==> config.mk <==
export PLATFORM = sky130hd
export DESIGN_NAME = csie_regs
export DESIGN_NICKNAME = d
export VERILOG_FILES = /design/src/logic/csie_pkg.sv /design/src/logic/csie_regs.sv
export SDC_FILE = /design/constraint.sdc
export NUM_CORES = 1
export LEC_CHECK = 0
export BUFFER_PORTS_ARGS = -buffer_cell sky130_fd_sc_hd__buf_2
export CAP_MARGIN = 20
export CORE_MARGIN = 1.5
export CORE_UTILIZATION = 46
export CTS_BUF_LIST = sky130_fd_sc_hd__clkbuf_8
export DETAILED_ROUTE_END_ITERATION = 6
export GPL_ROUTABILITY_DRIVEN = 0
export PLACE_DENSITY = 0.79
export SLEW_MARGIN = 20
export SYNTH_ARGS = -nofsm -noshare
export SYNTH_HDL_FRONTEND = slang
export SYNTH_SLANG_ARGS = --single-unit
==> constraint.sdc <==
create_clock -name clk_sys -period 1.7 [get_ports clk_sys]
set_input_delay 0.17 -clock clk_sys [delete_from_list [all_inputs] [get_ports clk_sys]]
set_output_delay 0.17 -clock clk_sys [all_outputs]
set_load 0.1 [all_outputs]
==> src/logic/csie_pkg.sv <==
// Constants for the calibration status / interrupt enable register slice.
// Assumes an 8-bit internal register port fed by the serial interface.
package csie_pkg;
    localparam logic [7:0] ADDR_CAL_STATUS   = 8'hdc;
    localparam logic [7:0] ADDR_IRQ_ENABLES  = 8'hdd;
    localparam logic [7:0] ADDR_LOT_LOW      = 8'he6;
    localparam logic [7:0] ADDR_LOT_HIGH     = 8'he7;
    localparam logic [7:0] ADDR_TEST_SETTING = 8'hf2;
    localparam int         BIT_AUTODEC_FLAG  = 2;
    localparam int         BIT_CAL_DONE      = 0;
    localparam int         BIT_LIGHT_SAT     = 7;
    localparam int         BIT_NEAR_SAT      = 6;
    localparam int         BIT_NEAR_THRESH   = 5;
    localparam int         BIT_LIGHT         = 4;
    localparam int         BIT_CAL           = 3;
    localparam int         BIT_ZERO          = 2;
    localparam logic [7:0] IRQ_ENABLE_MASK   = 8'hfc;
    localparam logic [7:0] RST_IRQ_ENABLES   = 8'h00;
    localparam logic [7:0] RST_TEST_SETTING  = 8'h44;
    localparam logic [7:0] RST_OFFSET_LOW    = 8'h00;
endpackage

==> src/logic/csie_regs.sv <==
// Calibration status, interrupt enable, lot code and test setting registers.
// Assumes the serial port decodes transfers into one-cycle read/write strobes
// and that event inputs are single-cycle pulses synchronous to clk_sys.
`timescale 1ns/10ps
module csie_regs #(
    parameter logic [7:0] LOT_LOW  = 8'h00,
    parameter logic [7:0] LOT_HIGH = 8'h00
) (
    input  wire logic       clk_sys,
    input  wire logic       rstn,
    input  wire logic       regWrite,
    input  wire logic       regRead,
    input  wire logic [7:0] regAddr,
    input  wire logic [7:0] regWdata,
    output logic      [7:0] regRdata,
    input  wire logic       autodecEnable,
    input  wire logic       nearResultZero,
    input  wire logic       calFinished,
    input  wire logic [7:0] calOffsetResult,
    input  wire logic       offsetWrite,
    input  wire logic [7:0] offsetWdata,
    input  wire logic       calFlagClear,
    input  wire logic [5:0] eventFlags,
    output logic      [7:0] nearOffsetLow,
    output logic            calInterruptFlag,
    output logic            irqOut
);
    logic       autodecFlag;
    logic       next_autodecFlag;
    logic       calFlag;
    logic       next_calFlag;
    logic [7:0] irqEnables;
    logic [7:0] next_irqEnables;
    logic [7:0] testSetting;
    logic [7:0] next_testSetting;
    logic [7:0] offsetLow;
    logic [7:0] next_offsetLow;
    logic [7:0] next_regRdata;
    logic       autodecEnPrev;
    logic       decEvent;
    logic       wrStatus;
    logic       wrEnables;
    logic [5:0] flagsAll;

    assign wrStatus  = regWrite && regAddr == csie_pkg::ADDR_CAL_STATUS;
    assign wrEnables = regWrite && regAddr == csie_pkg::ADDR_IRQ_ENABLES;
    // Saturating at zero: an offset already at zero cannot go lower
    assign decEvent  = autodecEnable && nearResultZero
                       && offsetLow != 8'h00;

    always_comb begin
        next_offsetLow   = offsetLow;
        next_calFlag     = calFlag;
        next_autodecFlag = autodecFlag;
        next_irqEnables  = irqEnables;
        next_testSetting = testSetting;
        if (offsetWrite) begin
            next_offsetLow = offsetWdata;
        end
        if (decEvent) begin
            next_offsetLow = offsetLow - 8'h01;
        end
        if (calFinished) begin
            next_offsetLow = calOffsetResult;
        end
        if (calFlagClear) begin
            next_calFlag = 1'b0;
        end
        if (calFinished) begin
            next_calFlag = 1'b1;
        end
        if (wrStatus && regWdata[csie_pkg::BIT_AUTODEC_FLAG]) begin
            next_autodecFlag = 1'b0;
        end
        if (autodecEnPrev && !autodecEnable) begin
            next_autodecFlag = 1'b0;
        end
        // Set wins over a same-cycle clear
        if (decEvent) begin
            next_autodecFlag = 1'b1;
        end
        if (wrEnables) begin
            // Reserved low bits are kept at zero
            next_irqEnables = regWdata
                              & csie_pkg::IRQ_ENABLE_MASK;
        end
        if (regWrite && regAddr == csie_pkg::ADDR_TEST_SETTING) begin
            next_testSetting = regWdata;
        end
    end

    always_comb begin
        next_regRdata = regRdata;
        if (regRead) begin
            case (regAddr)
                csie_pkg::ADDR_CAL_STATUS:
                    next_regRdata = {5'h00, autodecFlag, 1'b0,
                                     calFlag};
                csie_pkg::ADDR_IRQ_ENABLES:
                    next_regRdata = irqEnables;
                csie_pkg::ADDR_LOT_LOW:
                    next_regRdata = LOT_LOW;
                csie_pkg::ADDR_LOT_HIGH:
                    next_regRdata = LOT_HIGH;
                csie_pkg::ADDR_TEST_SETTING:
                    next_regRdata = testSetting;
                default:
                    next_regRdata = 8'h00;
            endcase
        end
    end

    always_ff @(posedge clk_sys or negedge rstn) begin
        if (!rstn) begin
            offsetLow     <= csie_pkg::RST_OFFSET_LOW;
            calFlag       <= 1'b0;
            autodecFlag   <= 1'b0;
            irqEnables    <= csie_pkg::RST_IRQ_ENABLES;
            testSetting   <= csie_pkg::RST_TEST_SETTING;
            regRdata      <= 8'h00;
            autodecEnPrev <= 1'b0;
        end else begin
            offsetLow     <= next_offsetLow;
            calFlag       <= next_calFlag;
            autodecFlag   <= next_autodecFlag;
            irqEnables    <= next_irqEnables;
            testSetting   <= next_testSetting;
            regRdata      <= next_regRdata;
            autodecEnPrev <= autodecEnable;
        end
    end

    // Order: light sat, near sat, near thresh, light, cal, zero
    assign flagsAll = {eventFlags[5:2], calFlag, eventFlags[0]};
    assign nearOffsetLow    = offsetLow;
    assign calInterruptFlag = calFlag;
    assign irqOut = |(flagsAll & irqEnables[7:2]);

    a_autodec_set: assert property (
        @(posedge clk_sys) disable iff (!rstn)
        decEvent |=> autodecFlag)
        else $error("autodec flag not set");
    a_autodec_w1c: assert property (
        @(posedge clk_sys) disable iff (!rstn)
        wrStatus && regWdata[csie_pkg::BIT_AUTODEC_FLAG] && !decEvent
        |=> !autodecFlag)
        else $error("autodec flag not cleared by write");
    a_autodec_disable: assert property (
        @(posedge clk_sys) disable iff (!rstn)
        autodecEnPrev && !autodecEnable |=> !autodecFlag)
        else $error("autodec flag not cleared on disable");
    a_cal_mirror: assert property (
        @(posedge clk_sys) disable iff (!rstn)
        regRead && regAddr == csie_pkg::ADDR_CAL_STATUS
        |=> regRdata[csie_pkg::BIT_CAL_DONE] == $past(calFlag))
        else $error("cal copy mismatch");
    a_cal_clear: assert property (
        @(posedge clk_sys) disable iff (!rstn)
        calFlagClear && !calFinished |=> !calInterruptFlag)
        else $error("cal flag not cleared");
    a_enable_store: assert property (
        @(posedge clk_sys) disable iff (!rstn)
        wrEnables
        |=> irqEnables == ($past(regWdata) & csie_pkg::IRQ_ENABLE_MASK))
        else $error("enables not stored");
    a_enable_rsvd: assert property (
        @(posedge clk_sys) disable iff (!rstn)
        irqEnables[1:0] == 2'b00)
        else $error("reserved enable bits set");
    a_status_rsvd: assert property (
        @(posedge clk_sys) disable iff (!rstn)
        regRead && regAddr == csie_pkg::ADDR_CAL_STATUS
        |=> regRdata[7:3] == 5'h00 && regRdata[1] == 1'b0)
        else $error("reserved status bits not zero");
    a_lot_readonly: assert property (
        @(posedge clk_sys) disable iff (!rstn)
        regRead && regAddr == csie_pkg::ADDR_LOT_HIGH
        |=> regRdata == LOT_HIGH)
        else $error("lot code byte changed");
    a_test_store: assert property (
        @(posedge clk_sys) disable iff (!rstn)
        regWrite && regAddr == csie_pkg::ADDR_TEST_SETTING
        |=> testSetting == $past(regWdata))
        else $error("test setting not stored");
    a_offset_dec: assert property (
        @(posedge clk_sys) disable iff (!rstn)
        decEvent && !calFinished && !offsetWrite
        |=> nearOffsetLow == $past(nearOffsetLow) - 8'h01)
        else $error("offset not decremented");
    a_offset_floor: assert property (
        @(posedge clk_sys) disable iff (!rstn)
        nearOffsetLow == 8'h00 && !calFinished && !offsetWrite
        |=> nearOffsetLow == 8'h00)
        else $error("offset went below zero");
    a_cal_load: assert property (
        @(posedge clk_sys) disable iff (!rstn)
        calFinished |=> calInterruptFlag
        && nearOffsetLow == $past(calOffsetResult))
        else $error("calibration result not loaded");
    a_irq_gate: assert property (
        @(posedge clk_sys) disable iff (!rstn)
        irqOut == ((irqEnables[csie_pkg::BIT_LIGHT_SAT] && eventFlags[5])
                   || (irqEnables[csie_pkg::BIT_NEAR_SAT] && eventFlags[4])
                   || (irqEnables[csie_pkg::BIT_NEAR_THRESH] && eventFlags[3])
                   || (irqEnables[csie_pkg::BIT_LIGHT] && eventFlags[2])
                   || (irqEnables[csie_pkg::BIT_CAL] && calInterruptFlag)
                   || (irqEnables[csie_pkg::BIT_ZERO] && eventFlags[0])))
        else $error("irq gating wrong");

    c_autodec: cover property (@(posedge clk_sys) disable iff (!rstn)
        decEvent ##1 wrStatus);
    c_cal_irq: cover property (@(posedge clk_sys) disable iff (!rstn)
        calFinished ##1 irqOut);
    c_test_write: cover property (@(posedge clk_sys) disable iff (!rstn)
        regWrite && regAddr == csie_pkg::ADDR_TEST_SETTING
        && regWdata == 8'hc4);
    c_masked_cal: cover property (@(posedge clk_sys) disable iff (!rstn)
        calFinished && !irqEnables[csie_pkg::BIT_CAL]);
    c_autodec_off: cover property (@(posedge clk_sys) disable iff (!rstn)
        autodecFlag && autodecEnPrev && !autodecEnable);
endmodule

==> results_dict.tcl, run 1 <==
set metrics [dict create \
    critPathMaxFanout 4 \
    fin_crit_ps 1740 \
    p_total_mw 1.98 \
    wirelength_mm 3.99 \
    synth_warnings 0 \
    antenna_found_initial 0 \
    area_growth_pct 32.9 \
    drv_cap 0 \
    fp.dieW_um 64.1 \
    gr-total-overflow 0 \
    dp_hpwl_mm 3.05 \
    synth_edf_count 0 \
    cts_tree "built" \
    min_from "autodecEnable" \
    critPathLaunch "nearOffsetLow[2]" \
    fin_crit_sh_pct 102 \
    rsz0062_at_grt "true" \
    ys_async_sr_fraction_pct 100 \
    dp_cells 274 \
    postSynthAreaPerCell_um2 10.7 \
    rr_startpoint "nearOffsetLow[2]" \
    ios 65 \
    layoutNonFillerInstCount 283 \
    relSlewSlack_pct 65.9 \
    firstDrtPassIters 4 \
    grt_pass1_wl_mm 6.94 \
    synth_top_area_share_pct 45.2 \
    synth_top_area_cell "dfrtp_1" \
    highest_layer "met4" \
    synthCells 160 \
    route.antenna.remaining_nets 0 \
    skew_ps 5.80 \
    met1_length_mm 1.76 \
    setup_slack_ps -41.8 \
    antennaDiodeCount 0 \
    leakage_nw 1.11 \
    crit_type "register to register" \
    cp.required_ps 1850 \
    synthTopCellsByCount "dfrtp_1, mux2_2, nand2_1" \
    grt_usage_pct 21.7 \
    cp-start-kind "register" \
    start_util_pct 47.2 \
    synth_cell_types 41 \
    synth_area_mm2 0.00172 \
    worstHoldPathType "primary input to register" \
    cts.sinks 33 \
    drt_iter0_markers 68 \
    synth.ff_latch_count 33 \
    wl_per_cell_um 14.1 \
    clk_pin_slew_ps 60 \
    setup_viol 4 \
    status "finished with violations" \
    ctsLongestPathBuffers 2 \
    cts_buffers 5 \
    portBuffers 63 \
    via_per_inst 5.48 \
    fin_nets 283 \
    grt_max_degree 23 \
    dr_wl_met2_mm 1.91 \
    drv_slew 0 \
    post_cts_buffers 0 \
    drive_gt1_share_pct 50.2 \
    endpoint_kind "register" \
    fp-row-count 22 \
    hold_viol 0 \
    htreeDepth 2 \
    vias 1551 \
    yosysMostFrequentCell "dfrtp_1" \
    violations "negative setup slack" \
    route.met3.wl_um 269 \
    irDropWorstVdd_v 0.000468 \
    worst_pin_slew_ps 509 \
    clock_latency_ps 280 \
    drc 0 \
    core_area_mm2 0.00363 \
    cts_root_buffer "clkbuf_8" \
    die-area_mm2 0.00411 \
    crit_arrival_ps 1890 \
    power.density_mw_per_mm2 869 \
    die_h_um 64.1 \
    synth_flop_cell "dfrtp_1" \
    grt_pass1_vias 1579 \
    fmax_mhz 574 \
    yosysSeqAreaShare_pct 48.3 \
    yosys-top-cells-area "dfrtp_1, mux2_2, a22oi_1, dfstp_2, mux2i_1" \
    synthesis.nets 209 \
]
-- state kept, by name, summed over array words and instances (netlist names) --
| signal | flops |
|---|---|
| nearOffsetLow | 8 |
| regRdata | 8 |
| testSetting | 8 |
| irqEnables | 6 |
| autodecEnPrev | 1 |
| autodecFlag | 1 |
| calInterruptFlag | 1 |
-- metal layers --
layer | vias to the layer above | track usage (%)
met5 | - | 0
li1 | 743 | -
met1 | 735 | 26.6
met2 | 67 | 37.0
met3 | 6 | 5.81
met4 | 0 | 7.45
-- repair_timing --
action	in CTS	in global routing
hold endpoints to repair	19	0
setup endpoints to repair	6	9
pin swaps	0	0
gates resized for setup	2	0
hold buffers	1	0
-- report_power, final --
part / total [mW] / internal (mW) / switching [mW] / leakage [nW]
Clock: 0.558 / 0.277 / 0.281 / 0.0491
Sequential: 0.886 / 0.841 / 0.0446 / 0.417
Combinational: 0.538 / 0.176 / 0.362 / 0.646
Total: 1.98 / 1.29 / 0.687 / 1.11
-- cells in the final DEF (no fill, tap or decap), types with 2 or more instances in the layout --
cell      Yosys  final
o31ai_1       2      2
o22ai_1       6      6
ha_1          2      2
dfrtp_1      31     22
nor2_1        2      2
dfstp_2       2      2
and2_1        2      2
clkinv_2      0      2
xor2_1        2      2
nand2b_1      2      2
nand3_1       4      3
o41ai_1       2      2
a21oi_1       2      2
a22oi_1       9      9
mux2i_1       5      5
or4_1         3      2
and3_1        6      6
a211oi_1      2      2
dfrtp_2       0      5
clkbuf_8      0      5
dfrtp_4       0      4
buf_2         0     63
nand2_1      12     12
o21ai_0       7      7
a31oi_1       3      2
inv_1        10     10
mux2_2       18     18
nor2b_1       3      3
buf_4         1     10
-- cell families (layout without fill, tap and decap cells) --
| family | Yosys count | after routing | synth area share, % |
|---|---|---|---|
| compound gates | 40 | 40 | 16.0 |
| buf+inv | 17 | 92 | 3.94 |
| mux | 23 | 23 | 14.7 |
| fa+ha+maj | 2 | 2 | 1.46 |
| xor+xnor | 3 | 3 | 1.53 |
| simple gates | 42 | 42 | 14.1 |
| flops | 33 | 33 | 48.3 |
-- cell type report --
cell class	instances	area, µm²
clock buffer	5	68.8
clock inverter	3	13.8
fill	329	1350
inverter	10	37.5
multi-input combinational	110	851
sequential	33	850
tap	48	60.1
timing repair buffer	74	400
-- path summary, 6_finish.rpt --
path                       slack (ps)  cells after the start                to
setup reg to reg                  -40                      4  nearOffsetLow[7]
hold / removal                     50                      1     autodecEnPrev
hold reg to reg                   500                      2       regRdata[1]
max in group asynchronous         780                      3     irqEnables[4]
setup / recovery                  -40                      4  nearOffsetLow[7]
min in group asynchronous         390                      2     irqEnables[7]
-- stage by stage --
stage          hold slack (ps)  cell area [µm²]  TNS [ps]  utilization, %  worst slack [ps]
3_5_place_dp               161             2180      -156            59.9             -44.8
2_1_floorplan             -126             1760      -379               -              -167
4_1_cts                   30.8             2280      -161            62.8             -57.0
5_1_grt                   31.0             2280      -570            62.8             -97.5
3_3_place_gp               160             2180     -24.2            59.9             -24.2
6_report                  45.7             2280     -86.7            62.8             -41.8
-- critical path: stages, from the launching register on --
cell     delay, ps
dfrtp_4        490
or4_4          540
or4_1          410
nand4_1         80
a31oi_1         90
No activity file was read; power rests on OpenSTA's default activity.
==> inputs of run 2 (changes only) <==
- SETUP_SLACK_MARGIN: default -> 0.3
==> results_dict.tcl, run 2 (synthesis results as in run 1) <==
set metrics [dict create \
    cp.required_ps 1860 \
    grt_pass1_wl_mm 7.13 \
    drv_cap 0 \
    grt_pass1_vias 1645 \
    worst_pin_slew_ps 708 \
    cpMostUsedCell "or4_4" \
    relSlewSlack_pct 52.8 \
    area_growth_pct 47.0 \
    leakage_nw 1.19 \
    crit_arrival_ps 1920 \
    clk_pin_slew_ps 70 \
    wl_per_cell_um 15.0 \
    irDropWorstVdd_v 0.000487 \
    layout_commonest_cell "buf_2" \
    pre_cts_ws_ps -79.5 \
    gr-total-overflow 0 \
    mostFrequentLayoutCells "buf_2, dfrtp_1, mux2_2" \
    cts_buffers 5 \
    critical_path.max_stage_delay_ps 550 \
    dp_cells 277 \
    drive_gt1_share_pct 55.6 \
    worstHoldPathType "primary input to register" \
    drc 0 \
    firstDrtPassIters 4 \
    skew_ps 4.99 \
    fp.dieW_um 64.1 \
    route.antenna.remaining_nets 0 \
    fin_nets 289 \
    drt_iter0_markers 143 \
    fp-row-count 22 \
    setup_slack_ps -62.6 \
    crit_type "register to register" \
    rsz0062_at_grt "true" \
    fin_crit_ps 1760 \
    dp_hpwl_mm 3.01 \
    start_util_pct 47.2 \
    violations "negative setup slack" \
    crit_family "simple AND/OR/NAND/NOR gates" \
    cts.sinks 33 \
    path_cells "or4_4 -> or4_4 -> nand4_1 -> a31oi_1" \
    endpoint_kind "register" \
    cp-start-kind "register" \
    wirelength_mm 4.34 \
    vias 1606 \
    antennaDiodeCount 0 \
    core_area_mm2 0.00363 \
    portBuffers 63 \
    power.density_mw_per_mm2 952 \
    cts_root_buffer "clkbuf_8" \
    drv_slew 0 \
    via_per_inst 5.56 \
    die_h_um 64.1 \
    cp_slowest_cell "or4_4" \
    antenna_found_initial 0 \
    ios 65 \
    ctsLongestPathBuffers 2 \
    fin_crit_sh_pct 104 \
    grt_usage_pct 22.8 \
    clock_latency_ps 290 \
    htreeDepth 2 \
    critPathMaxFanout 3 \
    grt_max_degree 34 \
    hold_viol 0 \
    fmax_mhz 567 \
    cts_tree "built" \
    die-area_mm2 0.00411 \
    status "finished with violations" \
    layoutNonFillerInstCount 289 \
    path_buf_inv 0 \
    setup_viol 5 \
]
-- run 2: cell types whose count changed in the layout (fill, tap and decap cells not counted), moves of 3 or more --
cell	before	now
buf_12	0	3
buf_2	63	56
buf_4	10	13
buf_6	0	6
o21ai_0	7	3
o21ai_1	1	5
-- run 2: metrics by stage --
| stage | util (%) | hold WS (ps) | instance area (µm²) | setup TNS [ps] | power [mW] |
|---|---|---|---|---|---|
| 2_1_floorplan | - | -126 | 1770 | -379 | 1.26 |
| 3_3_place_gp | 60.8 | 263 | 2210 | -20.0 | 1.43 |
| 3_5_place_dp | 60.8 | 268 | 2210 | -79.5 | 1.44 |
| 4_1_cts | 68.5 | 24.0 | 2490 | -46.5 | 2.40 |
| 5_1_grt | 69.5 | 28.0 | 2520 | -430 | 2.50 |
| 6_report | 69.5 | 29.8 | 2520 | -90.0 | 2.40 |
-- run 2: timing repair --
action,in CTS,in global routing
gates resized for setup,30,8
setup buffers,3,0
pin swaps,6,6
hold endpoints to repair,31,0
setup endpoints to repair,14,19
hold buffers,1,0
-- run 2: cell type report --
cell class	count	area (µm²)
clock buffers	5	68.8
well taps	48	60.1
multi-input cells	110	917
fillers	273	1110
flip-flops and latches	33	852
repair buffers	80	523
clock inverters	3	65.1
inverters	10	37.5
-- run 2: layer usage --
layer  wire (µm)  share of wire [%]  track usage (%)
met1        1660                 38             26.1
met2        2370                 55             39.3
met3         236                5.4             6.16
met4          72                1.7             10.9
met5           0                  0                0
-- run 2: where the power goes --
part | switching, mW | total, mW | leakage [nW] | internal [mW]
registers | 0.0430 | 0.885 | 0.417 | 0.842
clock network | 0.288 | 0.870 | 0.0681 | 0.582
logic | 0.397 | 0.646 | 0.709 | 0.250
-- run 2: worst paths after layout --
path	to	start	slack [ps]	cells after the start
worst max-delay path	nearOffsetLow[7]	nearOffsetLow[2]	-60	4
worst min-delay path	autodecEnPrev	autodecEnable	30	1
worst max register to register	nearOffsetLow[7]	nearOffsetLow[2]	-60	4
worst min register to register	regRdata[1]	testSetting[1]	510	2
max in group asynchronous	calInterruptFlag	rstn	690	2
min in group asynchronous	regRdata[1]	rstn	480	2
-- run 2: worst register-to-register path, delay by kind of cell (launching register included) --
| kind | cells | cell delay [ps] |
|---|---|---|
| flops | 1 | 490 |
| simple gates | 3 | 1060 |
| compound gates | 1 | 90 |
==> inputs of run 3 (changes only) <==
- CORE_UTILIZATION: 46 -> 50
- PLACE_DENSITY: 0.79 -> 0.81
- clock period: 1.7 -> 1.86 ns (I/O delays scaled with it)
==> results_dict.tcl, run 3 (synthesis results as in run 1) <==
set metrics [dict create \
    status "finished, final reports clean" \
    crit_type "register to register" \
    cts_tree "built" \
    cts_buffers 5 \
    pre_cts_ws_ps 24.3 \
    wl_per_cell_um 16.4 \
    setup_slack_ps 19.0 \
    skew_ps 5.05 \
    fin_crit_ps 1840 \
    gr-total-overflow 0 \
    power.switching_uw 662 \
    ios 65 \
    grt_max_degree 34 \
    power.internal_mw 1.39 \
    worstHoldPathType "primary input to register" \
    vias 1617 \
    cp-start-kind "register" \
    p_sw_share_pct 32.3 \
    area_growth_pct 42.6 \
    cts.sinks 33 \
    drc 0 \
    cp.required_ps 2020 \
    irDropWorstVdd_v 0.000665 \
    fin_nets 286 \
    p_total_mw 2.05 \
    clk_pin_slew_ps 70 \
    crit_arrival_ps 2000 \
    firstDrtPassIters 4 \
    hold_viol 0 \
    clock_latency_ps 280 \
    combinationalPowerShare_pct 26.7 \
    r2r_slack_ps 20 \
    power.density_mw_per_mm2 837 \
    start_util_pct 51.9 \
    leakage_nw 1.16 \
    htreeDepth 2 \
    mostFrequentLayoutCells "buf_2, dfrtp_1, mux2_2" \
    drv_cap 0 \
    die_h_um 61.6 \
    fmax_mhz 543 \
    drv_slew 0 \
    antenna_found_initial 0 \
    fin_crit_sh_pct 99.0 \
    critPathMaxFanout 3 \
    rsz0062_at_grt "true" \
    seqPwrFrac_pct 40.1 \
    utilization_pct 74.0 \
    dp_hpwl_mm 2.84 \
    hold_slack_ps 59.0 \
    clkPwrFrac_pct 33.2 \
    endpoint_kind "register" \
    ctsLongestPathBuffers 2 \
    grt_usage_pct 24.5 \
    portBuffers 63 \
    worst_pin_slew_ps 730 \
    die-area_mm2 0.00379 \
    setup_viol 0 \
    relSlewSlack_pct 51.3 \
    grt_pass1_vias 1454 \
    cts_root_buffer "clkbuf_8" \
    grt_pass1_wl_mm 6.70 \
    antennaDiodeCount 0 \
    layout_commonest_cell "buf_2" \
    via_per_inst 5.69 \
    core_area_mm2 0.00331 \
    wirelength_mm 4.65 \
    fp-row-count 21 \
    drive_gt1_share_pct 54.2 \
    drt_iter0_markers 106 \
    route.antenna.remaining_nets 0 \
    fp.dieW_um 61.6 \
]
==> run 3: cell types whose count changed in the layout (fill, tap and decap cells not counted), sizes merged <==
cell | before | now
bufinv | 2 | 1
clkinv | 1 | 0
inv | 10 | 11
buf | 78 | 75
a31oi | 3 | 4
==> run 3: layout make-up <==
class                   instances  area [µm²]
clock buffers                   6        82.6
inverters                      10        37.5
fillers                       252         862
flip-flops and latches         33         850
well taps                      46        57.6
clock inverters                 2        33.8
repair buffers                 76         442
multi-input cells             111         946
==> run 3: routing by layer <==
metal  GRT usage, %  wire length (µm)  share of wire (%)
met5              0                 0                  0
met4           6.69                26               0.56
met3           6.30               252                5.4
met2           40.2              2310                 50
met1           32.2              2060                 44
==> run 3: critical path, cell delays in order (launching register included) <==
cell	delay (ps)
dfrtp_4	500
or4_4	560
or4_1	480
nand4_1	90
a31oi_1	80
==> run 3: power groups by stage <==
stage	Combinational, mW	Clock (mW)	Sequential (mW)
floorplan	0.163	0	0.986
finish	0.548	0.681	0.822
detailed placement	0.466	0	0.825
global placement	0.459	0	0.821
CTS	0.510	0.686	0.816
global route	0.576	0.718	0.826
==> run 3: final timing paths <==
path	startpoint	endpoint	cells past startpoint
max	nearOffsetLow[3]	nearOffsetLow[7]	4
min	autodecEnable	autodecEnPrev	1
max reg2reg	nearOffsetLow[3]	nearOffsetLow[7]	4
min reg2reg	testSetting[1]	regRdata[1]	2
max in group asynchronous	rstn	nearOffsetLow[0]	2
min in group asynchronous	rstn	nearOffsetLow[7]	2
==> run 3: through the flow <==
stage | area (µm²) | setup TNS, ps | std cells
floorplan | 1760 | -9.42 | 160
global placement | 2140 | 0 | 267
detailed placement | 2140 | 0 | 267
CTS | 2370 | 0 | 281
global route | 2450 | -19.7 | 284
finish | 2450 | 0 | 284
==> run 3: repair_timing <==
| item | CTS | global route |
|---|---|---|
| hold buffers | 1 | 0 |
| setup buffers | 4 | 3 |
| pin swaps | 7 | 4 |
| setup endpoints to repair | 9 | 10 |
| hold endpoints to repair | 31 | 0 |
| resized for setup | 11 | 11 |
| gates cloned | 1 | 0 |
